--- src/pkg/rdcs_pkg.sv ---
package rdcs_pkg;

    // ------------------------------------------------------------------
    // timing
    // ------------------------------------------------------------------
    localparam int CLK_MHZ              = 200;
    localparam int POWER_ON_DELAY_US    = 10;
    localparam int STARTUP_DELAY_US     = 20;
    localparam int POWER_UP_TIMER_MS    = 64;
    localparam int RESET_TIME_US        = 20;
    localparam int PLL_LOCK_TIME_US     = 20;
    localparam int MONITOR_DELAY_US     = 500;
    localparam int POWER_ON_CYC         = POWER_ON_DELAY_US * CLK_MHZ;
    localparam int STARTUP_CYC          = STARTUP_DELAY_US * CLK_MHZ;
    localparam int POWER_UP_TIMER_CYC   = POWER_UP_TIMER_MS * 1000 * CLK_MHZ;
    localparam int RESET_TIME_CYC       = RESET_TIME_US * CLK_MHZ;
    localparam int PLL_LOCK_CYC         = PLL_LOCK_TIME_US * CLK_MHZ;
    localparam int MONITOR_DELAY_CYC    = MONITOR_DELAY_US * CLK_MHZ;
    localparam int OSC_STARTUP_PERIODS  = 1024;
    localparam int OSC_STARTUP_W        = 10;
    localparam int CNT_W                = 24;

    // ------------------------------------------------------------------
    // register map
    // ------------------------------------------------------------------
    localparam logic [3:0] ADDR_RESET_CTRL = 4'h0;
    localparam logic [3:0] ADDR_OSC_CTRL   = 4'h1;
    localparam logic [3:0] ADDR_STATUS     = 4'h2;
    localparam logic [3:0] ADDR_CONFIG     = 4'h3;

    // reset_control_reg flag positions, then the oscillator control current-select lsb and the status fail-clear bit
    localparam int RF_POWER_ON   = 0;
    localparam int RF_BROWN_OUT  = 1;
    localparam int RF_WATCHDOG   = 4;
    localparam int RF_SOFTWARE   = 6;
    localparam int RF_MASTER_CLR = 7;
    localparam int RF_ILLEGAL    = 14;
    localparam int RF_TRAP_CONF  = 15;
    localparam int OSC_CUR_LSB   = 12;
    localparam int OSC_FAIL_BIT  = 3;
    localparam logic [15:0] RESET_CTRL_RST = 16'h0003;

    // oscillator select codes
    localparam logic [2:0] OSC_FAST_RC   = 3'h0;
    localparam logic [2:0] OSC_FAST_PLL  = 3'h1;
    localparam logic [2:0] OSC_PRI       = 3'h2;
    localparam logic [2:0] OSC_PRI_PLL   = 3'h3;
    localparam logic [2:0] OSC_SEC       = 3'h4;
    localparam logic [2:0] OSC_LOW_RC    = 3'h5;

    localparam logic [23:0] RESET_PC = 24'h000000;

    typedef enum logic [4:0] {
        ST_HOLD    = 5'h01,
        ST_DELAY   = 5'h02,
        ST_CLKWAIT = 5'h04,
        ST_MONWAIT = 5'h08,
        ST_RUN     = 5'h10
    } rdcs_state_e;

    typedef struct packed {
        logic power_on;
        logic brown_out;
        logic master_clr;
        logic watchdog;
        logic software;
        logic illegal;
        logic trap_conf;
    } rdcs_src_s;

    typedef struct packed {
        logic [3:0]  addr;
        logic [15:0] wdata;
        logic        wr;
        logic        rd;
    } rdcs_bus_s;

endpackage : rdcs_pkg

--- src/hw/rdcs_timer.sv ---
`timescale 1ns/1ps
module rdcs_timer
    import rdcs_pkg::*;
(
    input  wire logic             clk,
    input  wire logic             rstn,
    input  wire logic             load,
    input  wire logic [CNT_W-1:0] count,
    input  wire logic             tick,
    output logic                  done
);
    typedef struct packed {
        logic [CNT_W-1:0] cnt;
        logic             done;
    } rdcs_tmr_s;

    rdcs_tmr_s st_ff;
    rdcs_tmr_s nxt_st;

    always_comb begin
        nxt_st = st_ff;
        if (load) begin
            nxt_st.cnt  = count;
            nxt_st.done = (count == '0);
        end else if (tick && !st_ff.done) begin
            nxt_st.cnt  = st_ff.cnt - 1'b1;
            nxt_st.done = (st_ff.cnt == {{(CNT_W-1){1'b0}}, 1'b1});
        end
    end

    always_ff @(posedge clk or negedge rstn) begin
        if (!rstn) begin
            st_ff <= '0;
        end else begin
            st_ff <= nxt_st;
        end
    end

    assign done = st_ff.done;
endmodule : rdcs_timer

--- src/hw/rdcs_sequencer.sv ---
// Local design decisions: the address-and-strobe port and the register addresses.
`timescale 1ns/1ps
module rdcs_sequencer
    import rdcs_pkg::*;
#(
    parameter int POWER_UP_TIMER_CYCLES = POWER_UP_TIMER_CYC,
    parameter int MONITOR_CYCLES        = MONITOR_DELAY_CYC
)(
    input  wire logic        CLK,
    input  wire logic        RSTN,
    input  wire rdcs_src_s   RESET_SRC,
    input  wire logic        WAKE,
    input  wire logic        REGULATOR_EN,
    input  wire logic        SWITCH_EN,
    input  wire logic        MONITOR_EN,
    input  wire logic [2:0]  INITIAL_OSC_SELECT_BITS,
    input  wire logic        OSC_TICK,
    input  wire logic        PLL_LOCKED,
    input  wire logic        CLOCK_VALID,
    input  wire rdcs_bus_s   BUS,
    output logic [15:0]      RDATA,
    output logic             SYSTEM_RESET_OUT,
    output logic             CLOCK_RELEASE,
    output logic             MONITOR_START,
    output logic             OSC_FAIL_TRAP,
    output logic [2:0]       CLOCK_SELECT,
    output logic [23:0]      PC_RESET
);
    // ------------------------------------------------------------------
    // state
    // ------------------------------------------------------------------
    typedef struct packed {
        rdcs_state_e state;
        logic [15:0] reset_ctrl;
        logic [2:0]  cur_osc;
        logic        clk_done;
        logic        long_path;
        logic        fail;
        logic        sys_rst;
        logic        clk_rel;
        logic        mon;
        logic [15:0] rdata;
        logic [23:0] pc;
    } rdcs_seq_s;

    rdcs_seq_s st_ff;
    rdcs_seq_s nxt_st;

    logic             any_src;
    logic             cold;
    logic             warm;
    logic [2:0]       sel;
    logic             is_pll;
    logic             is_xtal;
    logic             dly_load;
    logic [CNT_W-1:0] dly_cnt;
    logic             dly_done;
    logic             ost_load;
    logic             ost_done;
    logic             lock_load;
    logic             lock_done;
    logic             mon_load;
    logic             mon_done;

    // ------------------------------------------------------------------
    // source decode
    // ------------------------------------------------------------------
    assign any_src = |RESET_SRC;
    assign cold    = RESET_SRC.power_on | RESET_SRC.brown_out;
    assign warm    = RESET_SRC.master_clr | RESET_SRC.watchdog | RESET_SRC.software
                   | RESET_SRC.illegal | RESET_SRC.trap_conf;

    always_comb begin
        if (!SWITCH_EN || cold) begin
            sel = INITIAL_OSC_SELECT_BITS;
        end else begin
            sel = st_ff.cur_osc;
        end
    end

    assign is_pll  = (sel == OSC_FAST_PLL) || (sel == OSC_PRI_PLL);
    assign is_xtal = (sel == OSC_PRI) || (sel == OSC_PRI_PLL) || (sel == OSC_SEC);

    // reset delay length by reset type
    always_comb begin
        dly_cnt = CNT_W'(RESET_TIME_CYC);
        if (cold || WAKE) begin
            if (REGULATOR_EN) begin
                dly_cnt = CNT_W'(STARTUP_CYC + RESET_TIME_CYC);
            end else begin
                dly_cnt = CNT_W'(POWER_UP_TIMER_CYCLES + RESET_TIME_CYC);
            end
            if (RESET_SRC.power_on) begin
                dly_cnt = dly_cnt + CNT_W'(POWER_ON_CYC);
            end
        end
    end

    // delay restarts on any new source or wake; osc start-up and pll lock timers restart on cold sources only
    assign dly_load  = any_src || WAKE;
    assign ost_load  = cold;
    assign lock_load = cold;
    assign mon_load  = (st_ff.state == ST_DELAY) && dly_done;

    // ------------------------------------------------------------------
    // timers
    // ------------------------------------------------------------------
    rdcs_timer u_dly (
        .clk   (CLK),
        .rstn  (RSTN),
        .load  (dly_load),
        .count (dly_cnt),
        .tick  (1'b1),
        .done  (dly_done)
    );

    rdcs_timer u_ost (
        .clk   (CLK),
        .rstn  (RSTN),
        .load  (ost_load),
        .count (CNT_W'(OSC_STARTUP_PERIODS)),
        .tick  (OSC_TICK),
        .done  (ost_done)
    );

    rdcs_timer u_lock (
        .clk   (CLK),
        .rstn  (RSTN),
        .load  (lock_load),
        .count (CNT_W'(PLL_LOCK_CYC)),
        .tick  (1'b1),
        .done  (lock_done)
    );

    rdcs_timer u_mon (
        .clk   (CLK),
        .rstn  (RSTN),
        .load  (mon_load),
        .count (st_ff.long_path ? CNT_W'(MONITOR_CYCLES) : '0),
        .tick  (1'b1),
        .done  (mon_done)
    );

    // ------------------------------------------------------------------
    // sequencer
    // ------------------------------------------------------------------
    always_comb begin
        nxt_st       = st_ff;
        nxt_st.rdata = 16'h0000;
        nxt_st.clk_done = st_ff.clk_done
                        || ((!is_xtal || ost_done) && (!is_pll || (lock_done && PLL_LOCKED)));
        case (st_ff.state)
            ST_HOLD: begin
                nxt_st.sys_rst = 1'b1;
                nxt_st.clk_rel = 1'b0;
                nxt_st.mon     = 1'b0;
                nxt_st.pc      = RESET_PC;
                if (!any_src) begin
                    nxt_st.state = ST_DELAY;
                end
            end
            ST_DELAY: begin
                if (dly_done) begin
                    nxt_st.sys_rst = 1'b0;
                    nxt_st.state   = ST_CLKWAIT;
                end
            end
            ST_CLKWAIT: begin
                if (st_ff.clk_done) begin
                    nxt_st.clk_rel = 1'b1;
                    nxt_st.state   = ST_MONWAIT;
                end
            end
            ST_MONWAIT: begin
                if (mon_done) begin
                    nxt_st.mon   = MONITOR_EN;
                    nxt_st.state = ST_RUN;
                end
            end
            ST_RUN: begin
                if (st_ff.mon && !CLOCK_VALID) begin
                    nxt_st.cur_osc = OSC_FAST_RC;
                    nxt_st.fail    = 1'b1;
                end
            end
            default: begin
                nxt_st.state = ST_HOLD;
            end
        endcase

        // a new source or wake restarts the whole sequence
        if (any_src || WAKE) begin
            nxt_st.state   = ST_HOLD;
            nxt_st.sys_rst = 1'b1;
            nxt_st.clk_rel = 1'b0;
            nxt_st.mon     = 1'b0;
            nxt_st.pc      = RESET_PC;
            nxt_st.fail    = 1'b0;
            nxt_st.cur_osc = sel;
            if (cold) begin
                nxt_st.clk_done  = 1'b0;
                nxt_st.long_path = is_xtal || is_pll;
            end else begin
                nxt_st.long_path = 1'b0;
            end
        end

        // software writes first, reset events win
        if (BUS.wr) begin
            if (BUS.addr == ADDR_RESET_CTRL) begin
                nxt_st.reset_ctrl = BUS.wdata;
            end
            if (BUS.addr == ADDR_STATUS && BUS.wdata[OSC_FAIL_BIT]) begin
                nxt_st.fail = 1'b0;
            end
        end
        if (RESET_SRC.power_on) begin
            nxt_st.reset_ctrl = RESET_CTRL_RST;
        end else begin
            if (RESET_SRC.brown_out) begin
                nxt_st.reset_ctrl[RF_BROWN_OUT] = 1'b1;
            end
            if (RESET_SRC.master_clr) begin
                nxt_st.reset_ctrl[RF_MASTER_CLR] = 1'b1;
            end
            if (RESET_SRC.watchdog) begin
                nxt_st.reset_ctrl[RF_WATCHDOG] = 1'b1;
            end
            if (RESET_SRC.software) begin
                nxt_st.reset_ctrl[RF_SOFTWARE] = 1'b1;
            end
            if (RESET_SRC.illegal) begin
                nxt_st.reset_ctrl[RF_ILLEGAL] = 1'b1;
            end
            if (RESET_SRC.trap_conf) begin
                nxt_st.reset_ctrl[RF_TRAP_CONF] = 1'b1;
            end
        end
        if (st_ff.state == ST_RUN && st_ff.mon && !CLOCK_VALID) begin
            nxt_st.fail = 1'b1;
        end

        if (BUS.rd) begin
            case (BUS.addr)
                ADDR_RESET_CTRL: nxt_st.rdata = st_ff.reset_ctrl;
                ADDR_OSC_CTRL:   nxt_st.rdata = 16'(st_ff.cur_osc) << OSC_CUR_LSB;
                ADDR_STATUS:     nxt_st.rdata = {11'h000, st_ff.fail, st_ff.mon,
                                                 st_ff.clk_rel, st_ff.sys_rst, warm};
                ADDR_CONFIG:     nxt_st.rdata = {10'h000, SWITCH_EN, MONITOR_EN,
                                                 REGULATOR_EN, INITIAL_OSC_SELECT_BITS};
                default:         nxt_st.rdata = 16'h0000;
            endcase
        end
    end

    always_ff @(posedge CLK or negedge RSTN) begin
        if (!RSTN) begin
            st_ff            <= '0;
            st_ff.state      <= ST_HOLD;
            st_ff.reset_ctrl <= RESET_CTRL_RST;
            st_ff.sys_rst    <= 1'b1;
            st_ff.pc         <= RESET_PC;
        end else begin
            st_ff <= nxt_st;
        end
    end

    // ------------------------------------------------------------------
    // outputs
    // ------------------------------------------------------------------
    assign RDATA            = st_ff.rdata;
    assign SYSTEM_RESET_OUT = st_ff.sys_rst;
    assign CLOCK_RELEASE    = st_ff.clk_rel;
    assign MONITOR_START    = st_ff.mon;
    assign OSC_FAIL_TRAP    = st_ff.fail;
    assign CLOCK_SELECT     = st_ff.cur_osc;
    assign PC_RESET         = st_ff.pc;
endmodule : rdcs_sequencer

--- config.mk ---
export PLATFORM = sky130hd
export DESIGN_NAME = rdcs_sequencer
export DESIGN_NICKNAME = d
export VERILOG_FILES = /design/src/pkg/rdcs_pkg.sv /design/src/hw/rdcs_timer.sv /design/src/hw/rdcs_sequencer.sv
export SDC_FILE = /design/constraint.sdc
export NUM_CORES = 1
export LEC_CHECK = 0
export ABC_AREA = 1
export ABC_CLOCK_PERIOD_IN_PS = 2200
export BUFFER_PORTS_ARGS = -buffer_cell sky130_fd_sc_hd__buf_4
export CORE_UTILIZATION = 47
export CTS_CLUSTER_SIZE = 16
export DETAILED_ROUTE_END_ITERATION = 8
export HOLD_SLACK_MARGIN = 0.08
export PLACE_DENSITY = 0.66
export SLEW_MARGIN = 20
export SYNTH_ARGS = -nofsm -noshare
export SYNTH_HDL_FRONTEND = slang
export SYNTH_SLANG_ARGS = --single-unit
--- constraint.sdc ---
create_clock -name CLK -period 2.2 [get_ports CLK]
set_input_delay 0.66 -clock CLK [delete_from_list [all_inputs] [get_ports CLK]]
set_output_delay 0.66 -clock CLK [all_outputs]
set_load 0.1 [all_outputs]
==> results.sh <==
export IMPL_outcome="finished, final reports clean"
export IMPL_leakage_nw=4.80
export IMPL_synth_compound_area_share_pct=10.6
export IMPL_critical_path_slowest_cell="sky130_fd_sc_hd__dfstp_2"
export IMPL_synth_area_top_cells="sky130_fd_sc_hd__dfrtp_1, sky130_fd_sc_hd__nand2_1, sky130_fd_sc_hd__inv_1"
export IMPL_clockRootBuffer="sky130_fd_sc_hd__clkbuf_16"
export IMPL_fin_area_um2=9470
export IMPL_cts_repair_timing_setup_buffer_count=0
export IMPL_clock_sink_count=146
export IMPL_synth_area_leader_cell="sky130_fd_sc_hd__dfrtp_1"
export IMPL_power_share_switching_pct=29.0
export IMPL_numCtsBuffers=17
export IMPL_wire_per_inst_um=12.9
export IMPL_cts_tree="built"
export IMPL_vdd_ir_drop_max_mv=0.526
export IMPL_post_cts_hold_buffer_count=0
export IMPL_drt_initial_drc_count=374
export IMPL_max_cap_violations=0
export IMPL_diodes=0
export IMPL_dieHeight_um=135
export IMPL_synthesis_yosys_warnings=0
export IMPL_first_global_vias=6836
export IMPL_ys_seq_area_share_pct=43.9
export IMPL_yosys_mux_area_fraction_pct=0
export IMPL_critical_path_class="flip-flop to primary output"
export IMPL_grt_overflow_total=0
export IMPL_cp_cell_sequence="buf_4"
export IMPL_maximum_fanout_encountered_on_the_critical_timing_path=3
export IMPL_power_switching_mw=1.84
export IMPL_portBuffers=63
export IMPL_finalHoldViolations=0
export IMPL_vias_per_cell=4.98
export IMPL_async_reset_ff_share_pct=100
export IMPL_worst_path_buf_inv=1
export IMPL_crit_family="flip-flops"
export IMPL_postSynthCellCount=1124
export IMPL_antenna_left=0
export IMPL_total_number_of_placement_rows=48
export IMPL_report_final_setup_viol=0
export IMPL_final_layout_size_suffix_gt1_share_pct=12.8
export IMPL_synth_enable_flop_cells=0
export IMPL_fin_crit_ns=1.96
export IMPL_fin_crit_sh_pct=89.1
export IMPL_cts_reportedPaths_clkPinSlew_ns=0.06
export IMPL_post_synth_cell_area_avg_um2=7.42
export IMPL_arrival_ns=1.30
export IMPL_min_path_type="input port to async pin"
export IMPL_yosys_area_share_adder_pct=1.35
export IMPL_tns_ns=0
export IMPL_htreeDepth=4
export IMPL_synthToLayoutAreaGrowth_pct=13.5
export IMPL_postSynth_topFlopCell="sky130_fd_sc_hd__dfrtp_1"
export IMPL_grt_pass1_wl_um=31400
export IMPL_yosys_area_share_xor_xnor_pct=0.945
export IMPL_syn_cell_area_um2=8340
export IMPL_layout_common_cells="sky130_fd_sc_hd__nand2_1, sky130_fd_sc_hd__inv_1, sky130_fd_sc_hd__nor2_1"
export IMPL_place_hpwl_um=13700
export IMPL_power_combinational_fraction_pct=11.5
export IMPL_power_clock_fraction_pct=44.5
export IMPL_synth_top_area_share_pct=42.6
export IMPL_required_ns=1.54
export IMPL_boundaryPins=88
export IMPL_routed_via_count=7088
export IMPL_post_synth_and_or_nand_nor_area_fraction_pct=30.2
export IMPL_final_setup_skew_ns=0.00958
export IMPL_grt_antenna_before_repair=0
export IMPL_most_common_cell_after_layout_fill_and_taps_aside="sky130_fd_sc_hd__nand2_1"
export IMPL_post_cts_resized=0
export IMPL_max_freq_ghz=0.510
export IMPL_drt_pass1_iter_count=5
export IMPL_synth_ff_latch_count=146
export IMPL_ys_types=49
export IMPL_clock_latency_on_the_worst_skew_pair_ns=0.44
export IMPL_grt_util_all_layers_pct=21.8
export IMPL_route_detailed_drc=0
export IMPL_cp_start_kind="flip-flop"
export IMPL_place_area_um2=8890
export IMPL_finalNetCount=1236
export IMPL_reg2reg_setup_slack_ns=0.40
export IMPL_fillCellCount=1630
export IMPL_cell_internal_pwr_mw=4.50
export IMPL_fp_dieArea_um2=18300
export IMPL_grt_start_max_net_pins=47
export IMPL_crit_path_max_incr_delay_ns=0.57
export IMPL_drv_slew=0
export IMPL_timing_critical_path_to_type="primary output"
export IMPL_combinational_family_with_the_most_area_after_synthesis="simple AND/OR/NAND/NOR gates"
export IMPL_gp_congestion=0.815
export IMPL_routed_wirelength_um=18400
export IMPL_core_area_um2=17300
export IMPL_rsz0062_at_grt="no"
export IMPL_floorplan_initialDensity_pct=48.2
export IMPL_pwr_cell_area_nw_per_um2=671
export IMPL_cts_root_to_sink_buffers=2
export IMPL_p_seq_share_pct=44.0
export IMPL_die_x_um=135
-- registers in the layout, indices dropped and copies added, names as in the netlist --
signal / flops
u_dly.done: 1
MONITOR_START: 1
u_lock.done: 1
st_ff: 23
u_mon.st_ff: 24
u_mon.done: 1
SYSTEM_RESET_OUT: 1
CLOCK_RELEASE: 1
u_ost.done: 1
OSC_FAIL_TRAP: 1
u_ost.st_ff: 24
u_dly.st_ff: 24
CLOCK_SELECT: 3
u_lock.st_ff: 24
RDATA: 16
-- synth_stat cells (2+ instances only) --
cell and instances:
sky130_fd_sc_hd__nand2_1 229, sky130_fd_sc_hd__inv_1 170, sky130_fd_sc_hd__nor2_1 170, sky130_fd_sc_hd__dfrtp_1 142, sky130_fd_sc_hd__nand3_1 80, sky130_fd_sc_hd__o21ai_0 65, sky130_fd_sc_hd__a21oi_1 50, sky130_fd_sc_hd__buf_4 44
sky130_fd_sc_hd__nor3_1 27, sky130_fd_sc_hd__nand4_1 17, sky130_fd_sc_hd__nor2_2 13, sky130_fd_sc_hd__o22ai_1 13, sky130_fd_sc_hd__ha_1 9, sky130_fd_sc_hd__nand2_2 6, sky130_fd_sc_hd__o21ai_1 6, sky130_fd_sc_hd__xor2_1 6
sky130_fd_sc_hd__buf_6 5, sky130_fd_sc_hd__o211ai_1 5, sky130_fd_sc_hd__a31oi_1 4, sky130_fd_sc_hd__buf_2 4, sky130_fd_sc_hd__clkbuf_1 4, sky130_fd_sc_hd__dfstp_2 4, sky130_fd_sc_hd__inv_2 4, sky130_fd_sc_hd__nor2_4 4
sky130_fd_sc_hd__o21a_1 4, sky130_fd_sc_hd__nand3b_1 3, sky130_fd_sc_hd__o21bai_1 3, sky130_fd_sc_hd__o31ai_1 3, sky130_fd_sc_hd__xnor2_1 3, sky130_fd_sc_hd__a211oi_1 2, sky130_fd_sc_hd__nand2_4 2, sky130_fd_sc_hd__nor2_8 2
sky130_fd_sc_hd__nor3_2 2, sky130_fd_sc_hd__nor3b_1 2, sky130_fd_sc_hd__nor4_1 2, sky130_fd_sc_hd__o221ai_1 2
-- layer usage --
layer  vias to the layer above  track usage, %  wire, um
met3                        24            5.16       672
met2                       132            34.8      8500
met5                         -               0         0
li1                       3648               -         -
met4                         0            7.24       300
met1                      3284            29.1      8890
-- metrics by stage --
stage	worst slack (ns)	power [mW]	cells	utilization (%)	hold slack (ns)
after global routing	0.201	6.60	1424	54.7	0.188
after global placement	0.273	3.57	1392	51.4	0.473
after detailed placement	0.237	3.57	1392	51.4	0.470
after floorplan	0.516	3.39	1147	-	0.364
after CTS	0.214	6.41	1424	54.7	0.172
final	0.239	6.35	1424	54.7	0.158
-- path summary, 6_finish.rpt --
check,startpoint,end,depth (start not counted)
worst max-delay path,SYSTEM_RESET_OUT,SYSTEM_RESET_OUT,1
worst min-delay path,RSTN,u_lock.st_ff[24],1
worst max register to register,u_dly.st_ff[1],u_dly.st_ff[23],9
worst min register to register,st_ff[49],st_ff[49],2
max in group asynchronous,RSTN,u_mon.st_ff[1],2
min in group CLK,BUS[10],st_ff[57],3
-- layout make-up --
class / count / area [um2] / area share, %
clock buffers: 17 / 425 / 4.49
multi-input cells: 769 / 3680 / 38.9
inverters: 175 / 659 / 6.97
repair buffers: 77 / 607 / 6.41
well taps: 225 / 282 / 2.97
clock inverters: 15 / 149 / 1.57
flip-flops and latches: 146 / 3660 / 38.7
-- power groups by stage --
stage	Sequential, mW	Clock, mW	Combinational (mW)
after floorplan	2.83	0	0.564
after global placement	2.84	0	0.726
after detailed placement	2.84	0	0.732
after CTS	2.79	2.88	0.735
after global routing	2.80	3.00	0.802
final	2.79	2.83	0.728
-- cell families after synthesis --
| logic type | Yosys count |
|---|---|
| AO/OA/AOI/OAI | 160 |
| XOR/XNOR | 9 |
| adder cells (fa/ha/maj) | 9 |
| buffers and inverters | 232 |
| flip-flops | 146 |
| other | 1 |
| AND/OR/NAND/NOR | 567 |
(Power assumes the default switching activity.)
